File: config.mk
export PLATFORM = sky130hd
export DESIGN_NAME = afc_ctrl
export DESIGN_NICKNAME = d
export VERILOG_FILES = /design/src/afc_pkg.sv /design/src/afc_ctrl.sv /design/src/afc_sync.sv /design/src/afc_timer.sv
export SDC_FILE = /design/constraint.sdc
export NUM_CORES = 1
export LEC_CHECK = 0
export BUFFER_PORTS_ARGS = -buffer_cell sky130_fd_sc_hd__buf_4
export CAP_MARGIN = 20
export CELL_PAD_IN_SITES_DETAIL_PLACEMENT = 0
export CELL_PAD_IN_SITES_GLOBAL_PLACEMENT = 1
export CORE_ASPECT_RATIO = 1.2
export CORE_MARGIN = 2
export CORE_UTILIZATION = 35
export DETAILED_ROUTE_END_ITERATION = 8
export PLACE_DENSITY_LB_ADDON = 0.1
export SYNTH_ARGS = -nofsm -noshare
export SYNTH_HDL_FRONTEND = slang
export SYNTH_SLANG_ARGS = --single-unit
File: constraint.sdc
create_clock -name i_mclk -period 1.5 [get_ports i_mclk]
set_input_delay 0.45 -clock i_mclk [delete_from_list [all_inputs] [get_ports i_mclk]]
set_output_delay 0.45 -clock i_mclk [all_outputs]
set_load 0.01 [all_outputs]
File: src/afc_pkg.sv
// Behaviour
// - Controller pulses reset after power-up before any write.
// - Controller holds both strobes high around the rising reset edge.
// - Write starts at strobe fall only when not full; data held around rise.
// - Controller holds both strobes high during rewind.
// - In chain mode each chain input is wired to previous chain output.
// - Writer watches full, reader watches empty.
package afc_pkg;

  // Clock and pin timing, in ns as printed for the slowest grade
  localparam int CLK_PERIOD_NS  = 25;
  localparam int T_PULSE_NS     = 120;  // Strobe, reset and rewind low width
  localparam int T_RECOVER_NS   = 20;   // Strobe high recovery
  localparam int T_SETUP_NS     = 120;  // Strobe high before reset rise
  localparam int T_FLAG_NS      = 140;  // Longest flag settle time
  localparam int T_ACCESS_NS    = 120;  // Read data valid after strobe fall

  localparam int CYC_PULSE   = (T_PULSE_NS + CLK_PERIOD_NS - 1) / CLK_PERIOD_NS;
  localparam int CYC_RECOVER = (T_RECOVER_NS + CLK_PERIOD_NS - 1) / CLK_PERIOD_NS;
  localparam int CYC_SETUP   = (T_SETUP_NS + CLK_PERIOD_NS - 1) / CLK_PERIOD_NS;
  localparam int CYC_FLAG    = (T_FLAG_NS + CLK_PERIOD_NS - 1) / CLK_PERIOD_NS;
  localparam int CYC_ACCESS  = (T_ACCESS_NS + CLK_PERIOD_NS - 1) / CLK_PERIOD_NS;

  localparam int DATA_W = 9;

  // Register offsets of the controller command port
  localparam logic [3:0] OFS_CTRL   = 4'h0;  // Write: command
  localparam logic [3:0] OFS_WDATA  = 4'h1;  // Write: data for next write
  localparam logic [3:0] OFS_STATUS = 4'h2;  // Read: flags and busy
  localparam logic [3:0] OFS_RDATA  = 4'h3;  // Read: last word read

  // Command field positions inside the control word
  localparam int CMD_RESET_BIT  = 0;
  localparam int CMD_WRITE_BIT  = 1;
  localparam int CMD_READ_BIT   = 2;
  localparam int CMD_REWIND_BIT = 3;

  // Status field positions
  localparam int ST_BUSY_BIT   = 0;
  localparam int ST_EMPTY_BIT  = 1;
  localparam int ST_FULL_BIT   = 2;
  localparam int ST_HALF_BIT   = 3;
  localparam int ST_INIT_BIT   = 4;
  localparam int ST_REJECT_BIT = 5;

  localparam logic [8:0] RDATA_RESET = 9'h000;

  // Pins that go to the buffer
  typedef struct packed {
    logic       reset_n_in;
    logic       write_n;
    logic       read_n;
    logic       first_load_or_rewind;
    logic [8:0] write_data_in;
    logic       write_data_oe;
  } afc_pins_out_s;

  // Synchronised pins from the buffer
  typedef struct packed {
    logic       empty_flag_n;
    logic       full_flag_n;
    logic       chain_out_or_half_flag;
    logic [8:0] read_data_out;
  } afc_pins_in_s;

  typedef enum logic [2:0] {
    ST_IDLE   = 3'b000,
    ST_SETUP  = 3'b001,
    ST_LOW    = 3'b010,
    ST_HIGH   = 3'b011,
    ST_SETTLE = 3'b100
  } afc_state_e;

  typedef enum logic [1:0] {
    OP_RESET  = 2'b00,
    OP_WRITE  = 2'b01,
    OP_READ   = 2'b10,
    OP_REWIND = 2'b11
  } afc_op_e;

endpackage

File: src/afc_ctrl.sv
`timescale 1ns/1ps
// Controller that drives the buffer pins from a simple register port
module afc_ctrl #(
  parameter int CNT_W = 4
) (
  // Clock and reset
  input  wire logic                 i_mclk,
  input  wire logic                 i_rst_n,
  // Register port
  input  wire logic [3:0]           i_addr,
  input  wire logic [15:0]          i_wdata,
  input  wire logic                 i_wr,
  input  wire logic                 i_rd,
  output logic      [15:0]          o_rdata,
  // Buffer pins, outputs
  output logic                      o_reset_n_in,
  output logic                      o_write_n,
  output logic                      o_read_n,
  output logic                      o_first_load_or_rewind,
  output logic      [8:0]           o_write_data_in,
  output logic                      o_write_data_oe,
  // Buffer pins, inputs
  input  wire logic                 i_empty_flag_n,
  input  wire logic                 i_full_flag_n,
  input  wire logic                 i_chain_out_or_half_flag,
  input  wire logic [8:0]           i_read_data_out,
  // Mode strap seen at the buffer, single device when low
  output logic                      o_chain_in_n
);

  localparam int MAXC = afc_pkg::CYC_SETUP > afc_pkg::CYC_FLAG ?
                        afc_pkg::CYC_SETUP : afc_pkg::CYC_FLAG;

  // Elaboration check; the timer must hold the larger of the setup and flag counts
  if (MAXC >= (1 << CNT_W)) begin : g_width_check
    $error("afc_ctrl: CNT_W too small for timing counts");
  end

  afc_pkg::afc_state_e state_reg;
  afc_pkg::afc_state_e state_next;
  afc_pkg::afc_op_e    op_reg;
  afc_pkg::afc_pins_out_s pins_reg;
  afc_pkg::afc_pins_in_s  pins_in;

  logic [8:0]       wdata_reg;
  logic [8:0]       rdata_reg;
  logic [15:0]      rd_reg;
  logic             init_reg;
  logic             reject_reg;
  logic             tmr_load;
  logic [CNT_W-1:0] tmr_count;
  logic             tmr_done;
  logic [11:0]      flags_async;
  logic [11:0]      flags_sync;

  // Synchronise flags and read bus; flags idle as empty, not full, not half
  assign flags_async = {i_empty_flag_n, i_full_flag_n, i_chain_out_or_half_flag,
                        i_read_data_out};
  afc_sync #(.WIDTH(12)) u_sync (
    .i_mclk  (i_mclk),
    .i_rst_n (i_rst_n),
    .i_async (flags_async),
    .i_init  (12'h600),
    .o_sync  (flags_sync)
  );
  assign pins_in = afc_pkg::afc_pins_in_s'(flags_sync);

  afc_timer #(.CNT_W(CNT_W)) u_timer (
    .i_mclk  (i_mclk),
    .i_rst_n (i_rst_n),
    .i_load  (tmr_load),
    .i_count (tmr_count),
    .o_done  (tmr_done)
  );

  function automatic logic [CNT_W-1:0] cyc(input int n);
    cyc = CNT_W'(n);
  endfunction

  logic busy;
  logic cmd_wr;
  logic want_write;
  logic want_read;
  logic want_reset;
  logic want_rewind;
  assign busy        = (state_reg != afc_pkg::ST_IDLE);
  assign cmd_wr      = i_wr && (i_addr == afc_pkg::OFS_CTRL) && !busy;
  assign want_reset  = cmd_wr && i_wdata[afc_pkg::CMD_RESET_BIT];
  // Writer watches full, reader watches empty; write needs a prior reset
  assign want_write  = cmd_wr && i_wdata[afc_pkg::CMD_WRITE_BIT] && init_reg
                       && pins_in.full_flag_n;
  assign want_read   = cmd_wr && i_wdata[afc_pkg::CMD_READ_BIT]
                       && pins_in.empty_flag_n;
  assign want_rewind = cmd_wr && i_wdata[afc_pkg::CMD_REWIND_BIT] && init_reg;

  // Sequencer: each operation is setup, low pulse, high recovery, flag settle
  always_comb begin
    state_next = state_reg;
    tmr_load   = 1'b0;
    tmr_count  = cyc(afc_pkg::CYC_PULSE);
    unique case (state_reg)
      afc_pkg::ST_IDLE: begin
        if (want_reset || want_write || want_read || want_rewind) begin
          state_next = afc_pkg::ST_SETUP;
          tmr_load   = 1'b1;
          tmr_count  = cyc(afc_pkg::CYC_SETUP);
        end
      end
      afc_pkg::ST_SETUP: begin
        if (tmr_done) begin
          state_next = afc_pkg::ST_LOW;
          tmr_load   = 1'b1;
          tmr_count  = (op_reg == afc_pkg::OP_READ) ?
                       cyc(afc_pkg::CYC_ACCESS + 3) : cyc(afc_pkg::CYC_PULSE);
        end
      end
      afc_pkg::ST_LOW: begin
        if (tmr_done) begin
          state_next = afc_pkg::ST_HIGH;
          tmr_load   = 1'b1;
          tmr_count  = cyc(afc_pkg::CYC_RECOVER + 1);
        end
      end
      afc_pkg::ST_HIGH: begin
        if (tmr_done) begin
          state_next = afc_pkg::ST_SETTLE;
          tmr_load   = 1'b1;
          tmr_count  = cyc(afc_pkg::CYC_FLAG + 3);
        end
      end
      afc_pkg::ST_SETTLE: begin
        if (tmr_done) begin
          state_next = afc_pkg::ST_IDLE;
        end
      end
      default: begin
        state_next = afc_pkg::ST_IDLE;
      end
    endcase
  end

  always_ff @(posedge i_mclk or negedge i_rst_n) begin
    if (!i_rst_n) begin
      state_reg <= afc_pkg::ST_IDLE;
    end else begin
      state_reg <= state_next;
    end
  end

  // Latch the operation; reset wins when several bits are set
  always_ff @(posedge i_mclk or negedge i_rst_n) begin
    if (!i_rst_n) begin
      op_reg <= afc_pkg::OP_RESET;
    end else if (state_reg == afc_pkg::ST_IDLE) begin
      if (want_reset) begin
        op_reg <= afc_pkg::OP_RESET;
      end else if (want_rewind) begin
        op_reg <= afc_pkg::OP_REWIND;
      end else if (want_write) begin
        op_reg <= afc_pkg::OP_WRITE;
      end else if (want_read) begin
        op_reg <= afc_pkg::OP_READ;
      end
    end
  end

  // Pin drive; strobes stay high outside the low phase of their own operation
  always_ff @(posedge i_mclk or negedge i_rst_n) begin
    if (!i_rst_n) begin
      pins_reg <= '{reset_n_in: 1'b1, write_n: 1'b1, read_n: 1'b1,
                    first_load_or_rewind: 1'b1, write_data_in: 9'h000,
                    write_data_oe: 1'b0};
    end else begin
      pins_reg.reset_n_in <= !(state_next == afc_pkg::ST_LOW
                               && op_reg == afc_pkg::OP_RESET);
      pins_reg.write_n <= !(state_next == afc_pkg::ST_LOW
                            && op_reg == afc_pkg::OP_WRITE);
      pins_reg.read_n <= !(state_next == afc_pkg::ST_LOW
                           && op_reg == afc_pkg::OP_READ);
      // Single-device mode only, so this pin is always the rewind strobe
      pins_reg.first_load_or_rewind <= !(state_next == afc_pkg::ST_LOW
                                         && op_reg == afc_pkg::OP_REWIND);
      // Data held through the whole write including recovery for hold time
      pins_reg.write_data_oe <= (state_next != afc_pkg::ST_IDLE)
                                && (op_reg == afc_pkg::OP_WRITE);
      pins_reg.write_data_in <= wdata_reg;
    end
  end

  // Command mode strap: single device; no chain handling offered
  assign o_chain_in_n = 1'b0;

  // Write data holding register
  always_ff @(posedge i_mclk or negedge i_rst_n) begin
    if (!i_rst_n) begin
      wdata_reg <= 9'h000;
    end else if (i_wr && i_addr == afc_pkg::OFS_WDATA) begin
      wdata_reg <= i_wdata[8:0];
    end
  end

  // Capture read data just before raising the read strobe, while bus driven
  always_ff @(posedge i_mclk or negedge i_rst_n) begin
    if (!i_rst_n) begin
      rdata_reg <= afc_pkg::RDATA_RESET;
    end else if (state_reg == afc_pkg::ST_LOW && tmr_done
                 && op_reg == afc_pkg::OP_READ) begin
      rdata_reg <= pins_in.read_data_out;
    end
  end

  // Init flag set by a completed reset; reject flag marks a refused command
  always_ff @(posedge i_mclk or negedge i_rst_n) begin
    if (!i_rst_n) begin
      init_reg   <= 1'b0;
      reject_reg <= 1'b0;
    end else begin
      if (state_reg == afc_pkg::ST_SETTLE && tmr_done && op_reg == afc_pkg::OP_RESET) begin
        init_reg <= 1'b1;
      end
      if (cmd_wr && !(want_reset || want_write || want_read || want_rewind)) begin
        reject_reg <= 1'b1;
      end else if (cmd_wr) begin
        reject_reg <= 1'b0;
      end
    end
  end

  // Read port, data one cycle after the strobe
  always_ff @(posedge i_mclk or negedge i_rst_n) begin
    if (!i_rst_n) begin
      rd_reg <= 16'h0000;
    end else if (i_rd) begin
      unique case (i_addr)
        afc_pkg::OFS_STATUS: begin
          rd_reg <= {10'h000, reject_reg, init_reg,
                     !pins_in.chain_out_or_half_flag,
                     !pins_in.full_flag_n, !pins_in.empty_flag_n, busy};
        end
        afc_pkg::OFS_RDATA: begin
          rd_reg <= {7'h00, rdata_reg};
        end
        afc_pkg::OFS_WDATA: begin
          rd_reg <= {7'h00, wdata_reg};
        end
        default: begin
          rd_reg <= 16'h0000;
        end
      endcase
    end else begin
      rd_reg <= 16'h0000;
    end
  end

  assign o_rdata                = rd_reg;
  assign o_reset_n_in           = pins_reg.reset_n_in;
  assign o_write_n              = pins_reg.write_n;
  assign o_read_n               = pins_reg.read_n;
  assign o_first_load_or_rewind = pins_reg.first_load_or_rewind;
  assign o_write_data_in        = pins_reg.write_data_in;
  assign o_write_data_oe        = pins_reg.write_data_oe;

endmodule // afc_ctrl

File: src/afc_sync.sv
`timescale 1ns/1ps
// Three-stage pin synchroniser; a change counts once stages two and three agree
module afc_sync #(
  parameter int WIDTH = 1
) (
  // Clock and reset
  input  wire logic             i_mclk,
  input  wire logic             i_rst_n,
  // Pin side
  input  wire logic [WIDTH-1:0] i_async,
  input  wire logic [WIDTH-1:0] i_init,
  // Clean side
  output logic      [WIDTH-1:0] o_sync
);

  logic [WIDTH-1:0] s1_reg;
  logic [WIDTH-1:0] s2_reg;
  logic [WIDTH-1:0] s3_reg;
  logic [WIDTH-1:0] held_reg;

  // Elaboration check; a zero-width chain has nothing to carry
  if (WIDTH < 1) begin : g_width_check
    $error("afc_sync: WIDTH must be at least 1");
  end

  // Shift chain; first stage feeds only the second
  always_ff @(posedge i_mclk or negedge i_rst_n) begin
    if (!i_rst_n) begin
      s1_reg <= '0;
      s2_reg <= '0;
      s3_reg <= '0;
    end else begin
      s1_reg <= i_async;
      s2_reg <= s1_reg;
      s3_reg <= s2_reg;
    end
  end

  // Hold the agreed value per bit so glitches across one edge are dropped
  always_ff @(posedge i_mclk or negedge i_rst_n) begin
    if (!i_rst_n) begin
      held_reg <= '0;
    end else begin
      for (int i = 0; i < WIDTH; i++) begin
        if (s2_reg[i] == s3_reg[i]) begin
          held_reg[i] <= s3_reg[i];
        end
      end
    end
  end

  // Init value stands in for four edges, until the hold flop carries pin values
  logic [2:0] fill_reg;
  always_ff @(posedge i_mclk or negedge i_rst_n) begin
    if (!i_rst_n) begin
      fill_reg <= 3'h0;
    end else if (fill_reg != 3'h4) begin
      fill_reg <= fill_reg + 3'h1;
    end
  end

  assign o_sync = (fill_reg == 3'h4) ? held_reg : i_init;

endmodule // afc_sync

File: src/afc_timer.sv
`timescale 1ns/1ps
// Down-counter that gives a one-cycle done pulse after a loaded count
module afc_timer #(
  parameter int CNT_W = 4
) (
  // Clock and reset
  input  wire logic             i_mclk,
  input  wire logic             i_rst_n,
  // Control
  input  wire logic             i_load,
  input  wire logic [CNT_W-1:0] i_count,
  // Status
  output logic                  o_done
);

  logic [CNT_W-1:0] cnt_reg;
  logic             run_reg;

  // Elaboration check; a one-bit counter cannot hold the shortest phase
  if (CNT_W < 2) begin : g_width_check
    $error("afc_timer: CNT_W must be at least 2");
  end

  // Count down; done fires when the last cycle is reached
  always_ff @(posedge i_mclk or negedge i_rst_n) begin
    if (!i_rst_n) begin
      cnt_reg <= '0;
      run_reg <= 1'b0;
    end else if (i_load) begin
      cnt_reg <= i_count;
      run_reg <= 1'b1;
    end else if (run_reg) begin
      if (cnt_reg <= CNT_W'(1)) begin
        run_reg <= 1'b0;
      end
      cnt_reg <= cnt_reg - CNT_W'(1);
    end
  end

  assign o_done = run_reg && (cnt_reg <= CNT_W'(1));

endmodule // afc_timer

Word level (Yosys, flattened, before mapping)
Index checks and enable logic that the tools add are counted.
W data, S select, Z words.
{ "op_classes": {"magnitude_cmp": 1, "n_reduce_logical": 44, "n_eq_ne": 25, "mux": 28, "addsub": 2} }
{ "ops": {"columns": ["cell", "n"], "rows": [
  ["$pmux W9 S3", 1],
  ["$logic_and A1 B1 Y1", 22],
  ["$mux W4", 5],
  ["$mux W3", 6],
  ["$mux W16", 1],
  ["$pmux W3 S5", 1],
  ["$eq A1 B1 Y1", 12],
  ["$mux W12", 1],
  ["$pmux W4 S3", 1],
  ["$eq A3 B2 Y1 const B", 3],
  ["$logic_not A1 Y1", 9],
  ["$eq A4 B2 Y1 const B", 2],
  ["$mux W2", 4],
  ["$mux W1", 7],
  ["$eq A3 B3 Y1 const B", 2],
  ["$reduce_bool A3 Y1", 2],
  ["$eq A2 B2 Y1 const B", 2],
  ["$eq A4 B1 Y1 const B", 1],
  ["$le A4 B1 Y1 const B", 1],
  ["$logic_not A4 Y1", 1],
  ["$reduce_bool A2 Y1", 2],
  ["$reduce_bool A4 Y1", 1],
  ["$sub A4 B1 Y4 const B", 1],
  ["$add A3 B1 Y3 const B", 1],
  ["9 further kinds", 11]
]} }
{ "totals": {"regBits": 111, "input_bits": 36, "output_inout_bits": 31, "elab_cells": 131} }

Depth between registers and ports, before layout
{ "logic_depth": {"depth_word": 14, "ltp_mapped": 8, "ltp_nobuf": 7} }

Modules after synthesis
A second synthesis with hierarchy kept.
{ "hier_totals": {"hier_cells": 277, "hier_area_um2": 3942.5} }
{ "modules_own_cells": {"columns": ["module", "n_inst", "cells_each", "area_per_inst_um2"], "rows": [
  ["afc_ctrl", 1, 162, 2005.7],
  ["afc_sync", 1, 86, 1650.3],
  ["afc_timer", 1, 29, 286.5]
]} }

Worst setup path after synthesis
OpenSTA, ideal clock, no wires.
{ "synth_timing": {"path_kind": "reg-to-reg", "startpoint": "register u_sync.fill_reg[0]", "endpoint": "register pins_reg (netlist bit o_write_data_oe)", "setup_time_ns": 0.120, "path_stages_with_launch": 8, "path_buffers": 0, "slack_ns": -0.156, "arrival_time_ns": 1.537, "synth_period_minus_slack_ns": 1.656, "cell_sequence": "dfrtp_1 -> inv_1 -> ha_1 -> nand2_1 -> o31ai_1 -> a21o_1 -> o211ai_1 -> and3b_1"} }
{ "synth_between": {"elab_chain_cells": 10, "elab_cells_between_ends": 11} }
{ "synth_rtl": {"columns": ["item", "line_no", "source"], "rows": [
  ["start: declaration", "afc_sync.sv:53", "logic [2:0] fill_reg;"],
  ["start signal: assignment", "afc_sync.sv:58", "fill_reg <= fill_reg + 3'h1;"],
  ["$eq A3 B3 Y1 *", "afc_sync.sv:62", "assign o_sync = (fill_reg == 3'h4) ? held_reg : i_init;"],
  ["$mux W12 *", "afc_sync.sv:62", null],
  ["$logic_and A1 B1 Y1", "afc_ctrl.sv:91", "&& pins_in.full_flag_n;"],
  ["$logic_or A1 B1 Y1", "afc_ctrl.sv:103", "if (want_reset || want_write || want_read || want_rewind) begin"],
  ["$logic_or A1 B1 Y1 * (2 in series)", "afc_ctrl.sv:103", null],
  ["$mux W3 *", "afc_ctrl.sv:103", null],
  ["$pmux W3 S5 *", "afc_ctrl.sv:101", "unique case (state_reg)"],
  ["$reduce_bool A3 Y1 *", "afc_ctrl.sv:184", "pins_reg.write_data_oe <= (state_next != afc_pkg::ST_IDLE)"],
  ["$logic_and A1 B1 Y1 *", "afc_ctrl.sv:185", "&& (op_reg == afc_pkg::OP_WRITE);"],
  ["end signal: assignment", "afc_ctrl.sv:170", "pins_reg <= '{reset_n_in: 1'b1, write_n: 1'b1, read_n: 1'b1,"],
  ["end: declaration", "afc_ctrl.sv:42", "afc_pkg::afc_pins_out_s pins_reg;"]
]} }
Mark *: on every way between the ends. The rest lies on a longest branch, timed or not.
A chain may end at the register's enable or synchronous reset.

Worst setup path after layout
{ "layout_timing": {"startpoint": "register u_timer.cnt_reg[0]", "endpoint": "register u_timer.cnt_reg[3]"} }
{ "layout_between": {"elab_chain_cells": 5, "elab_cells_between_ends": 11} }
{ "layout_rtl": {"columns": ["item", "line_no", "source"], "rows": [
  ["start: declaration", "afc_timer.sv:16", "logic [CNT_W-1:0] cnt_reg;"],
  ["start signal: assignment", "afc_timer.sv:30", "cnt_reg <= i_count;"],
  ["start signal: assignment", "afc_timer.sv:36", "cnt_reg <= cnt_reg - CNT_W'(1);"],
  ["$le A4 B1 Y1", "afc_timer.sv:40", "assign o_done = run_reg && (cnt_reg <= CNT_W'(1));"],
  ["$logic_and A1 B1 Y1", "afc_timer.sv:40", null],
  ["$mux W4 (tied with other cells)", "afc_ctrl.sv:125", "if (tmr_done) begin"],
  ["$pmux W4 S3 or $pmux W1 S2 (tied branches)", "afc_ctrl.sv:101", null],
  ["$mux W4 or $reduce_bool A2 Y1 (tied branches)", null, null]
]} }
Several ways; a longest one is shown, not always the timed one. The select of a mux whose other input is x is not followed.

==> run metrics <==
power per standard cell area=about 1400 nW/um2; Synth area leaders=dfrtp_1, nand2_1, maj3_1; max-cap viol count=0; Async SR Flop Fraction=100%; top_reg_cell synth=dfrtp_1; antenna cell count=0; Final Hold Violating Endpoints=0; unrepaired setup endpoints after global routing=true; Max Fclk=between 600 and 700 MHz; Hold Crit Class=in2reg; initial DRC count=approximately 120; via count=2523; cell taking the most area after synthesis=dfrtp_1; vias in the first global route=~2500; crit path kind=reg2reg; first-pass GRT wire length=~13 mm; crit path max fanout=4; Worst path top cell family by delay=simple AND/OR/NAND/NOR gates; clk slew on worst S/H paths=around 0.07 ns; Post-Syn Instances=approximately 300; Routed Antenna Nets=0; reg-to-reg slack, setup=-0.11 ns; Starting Density=roughly 36%; Worst Setup SP=u_timer.cnt_reg[0]; Core Rows=between 40 and 50; critical path capture point=u_timer.cnt_reg[3]; Yosys reg bits=between 100 and 150; IO Count=67; Peak VDD IR=676 uV; Layout area overhead=37.4%; status=finished, violations left; CP Launch Type=register; Post-synth EDFFs=0; vias per std cell=approximately 4.7; initial antenna violation count=0; fin crit share=107%; R2R Path End=u_timer.cnt_reg[3]; max-slew violation count=0; critical path data required time=between 1.5 and 2 ns; drt wl/cell=around 15 um; Final Net Count=444; Worst Skew=0.00661 ns; Crit. End Element=register; count leader, synth=dfrtp_1; Remaining DRCs=0; CP Buf/Inv Count=1; HPWL Detailed=roughly 5.3 mm; Yosys top cell area share=65.0%; slowest stage delay, CP=roughly 0.44 ns; reg2reg start=u_timer.cnt_reg[0]; register area share after synthesis=67.7%; Synth top cells by count=dfrtp_1, nand2_1, nor2_1; clock sink count=104; RD Place Congestion=between 0.7 and 0.8; proportion of layout cells with a drive suffix above 1=42.8%; final setup vio count=6; R2R depth=7; final WL=7.97 mm; core area=approximately 11000 um2; placed cells=between 500 and 600; drt pass-1 iters=5; CTS tree=built; slowest stage cell, crit path=dfrtp_2; Pleak=between 2 and 2.5 nW; Port-buffer cells=slightly above 50; Root Buffer=clkbuf_16; average cell area after synthesis=between 10 and 15 um2; Final min period=1.61 ns; critical path, cell by cell=inv_2 > ha_4 > nor2_4 > or3_4 > nor3_4 > nor3_2 > o32a_1; Final Power=7.56 mW; PnR worst setup slack=-0.112 ns; synth warn=0; Post-Syn Area=roughly 3900 um2; largest net degree at the start of global routing=44; die area=around 12000 um2; worst skew pair latency=between 0.3 and 0.4 ns; H-tree levels=3; non-filler instance count after layout=~540; Die W=~100 um; violated checks=setup timing; pre-CTS setup slack=-0.161 ns; CP Depth=7; Die H=about 120 um; TritonCTS Buffers=9; worst path arrival time=between 1.5 and 2 ns; Max Buffers Root-to-Sink=2; global-route usage over all layers=between 10 and 15%; overflow left after global routing=0; Distinct cells, synth=46
==> repair_timing <==
item                                   in CTS  in global routing
setup buffers                               5                  8
endpoints found under the hold margin       8                  0
gates resized for setup                    12                 23
hold buffers                                1                  0
cloned                                      2                  0
setup endpoints to repair                  21                 27
pin swaps                                  12                  7
==> final cells by class <==
type / count / area, um2
multi-input combinational: 178 / 1350
clock buffer: 10 / 239
sequential: 104 / 2610
timing repair buffer: 105 / 835
clock inverter: 4 / 77.6
inverter: 6 / 22.5
tap: 129 / 161
fill: 967 / 5330
==> worst register-to-register path: stages, from the launching register on <==
cell	delay, ns
dfrtp_2	0.44
inv_2	0.09
ha_4	0.15
nor2_4	0.05
or3_4	0.37
nor3_4	0.17
nor3_2	0.06
o32a_1	0.17
==> through the flow <==
stage	hold slack [ns]	utilization, %	cell area, um2	TNS, ns
after CTS	0.200	48.5	5150	-0.794
final	0.215	49.8	5290	-0.447
after detailed placement	0.335	44.3	4700	-2.21
after global placement	0.332	44.3	4700	-2.07
after floorplan	0.154	-	3940	-0.471
after global routing	0.195	49.8	5290	-1.57
==> report_power, final <==
part           switching, mW  internal [mW]  total [mW]
clock                  0.973           1.50        2.47
combinational          0.882          0.883        1.77
sequential             0.189           3.14        3.33
total                   2.04           5.52        7.56
==> kinds of logic after synthesis <==
logic type | share of synthesized area [%]
AOI/OAI and AO/OA | 7.86
and+or+nand+nor | 11.1
DFF | 67.7
muxes | 5.00
adders and majority gates | 4.42
xor gates and xnor gates | 0.455
other | 0.0973
buffers and inverters | 3.38
==> layer usage <==
layer / up-vias / share of wire [%] / global-route usage [%]
li1: 1217 / - / -
met1: 1254 / 44 / 19.1
met2: 42 / 51 / 23.3
met3: 10 / 3.3 / 2.93
met4: 0 / 1.5 / 5.14
met5: - / 0 / 0
==> worst min-delay path by stage <==
stage / start / endpoint / cells after the start / slack, ns
6_report: i_chain_out_or_half_flag / u_sync.s1_reg[9] / 1 / 0.21
4_1_cts: i_read_data_out[8] / u_sync.s1_reg[8] / 1 / 0.20
3_5_place_dp: u_sync.s1_reg[1] / u_sync.s2_reg[1] / 0 / 0.33
5_1_grt: i_read_data_out[8] / u_sync.s1_reg[8] / 1 / 0.20
3_3_place_gp: u_sync.s1_reg[7] / u_sync.s2_reg[7] / 0 / 0.33
2_1_floorplan: i_rst_n / init_reg / 0 / 0.15
==> layout by cell type (no fill, tap or decap), types with 8 or more instances in the layout <==
master     count
a21oi_1        8
buf_4         98
clkbuf_16      9
conb_1         8
dfrtp_1       99
maj3_1        12
mux2_2        10
mux2i_1        8
nand2_1       27
nor2_1        21
o21ai_1        8
Power figures use the tool's default switching activity.
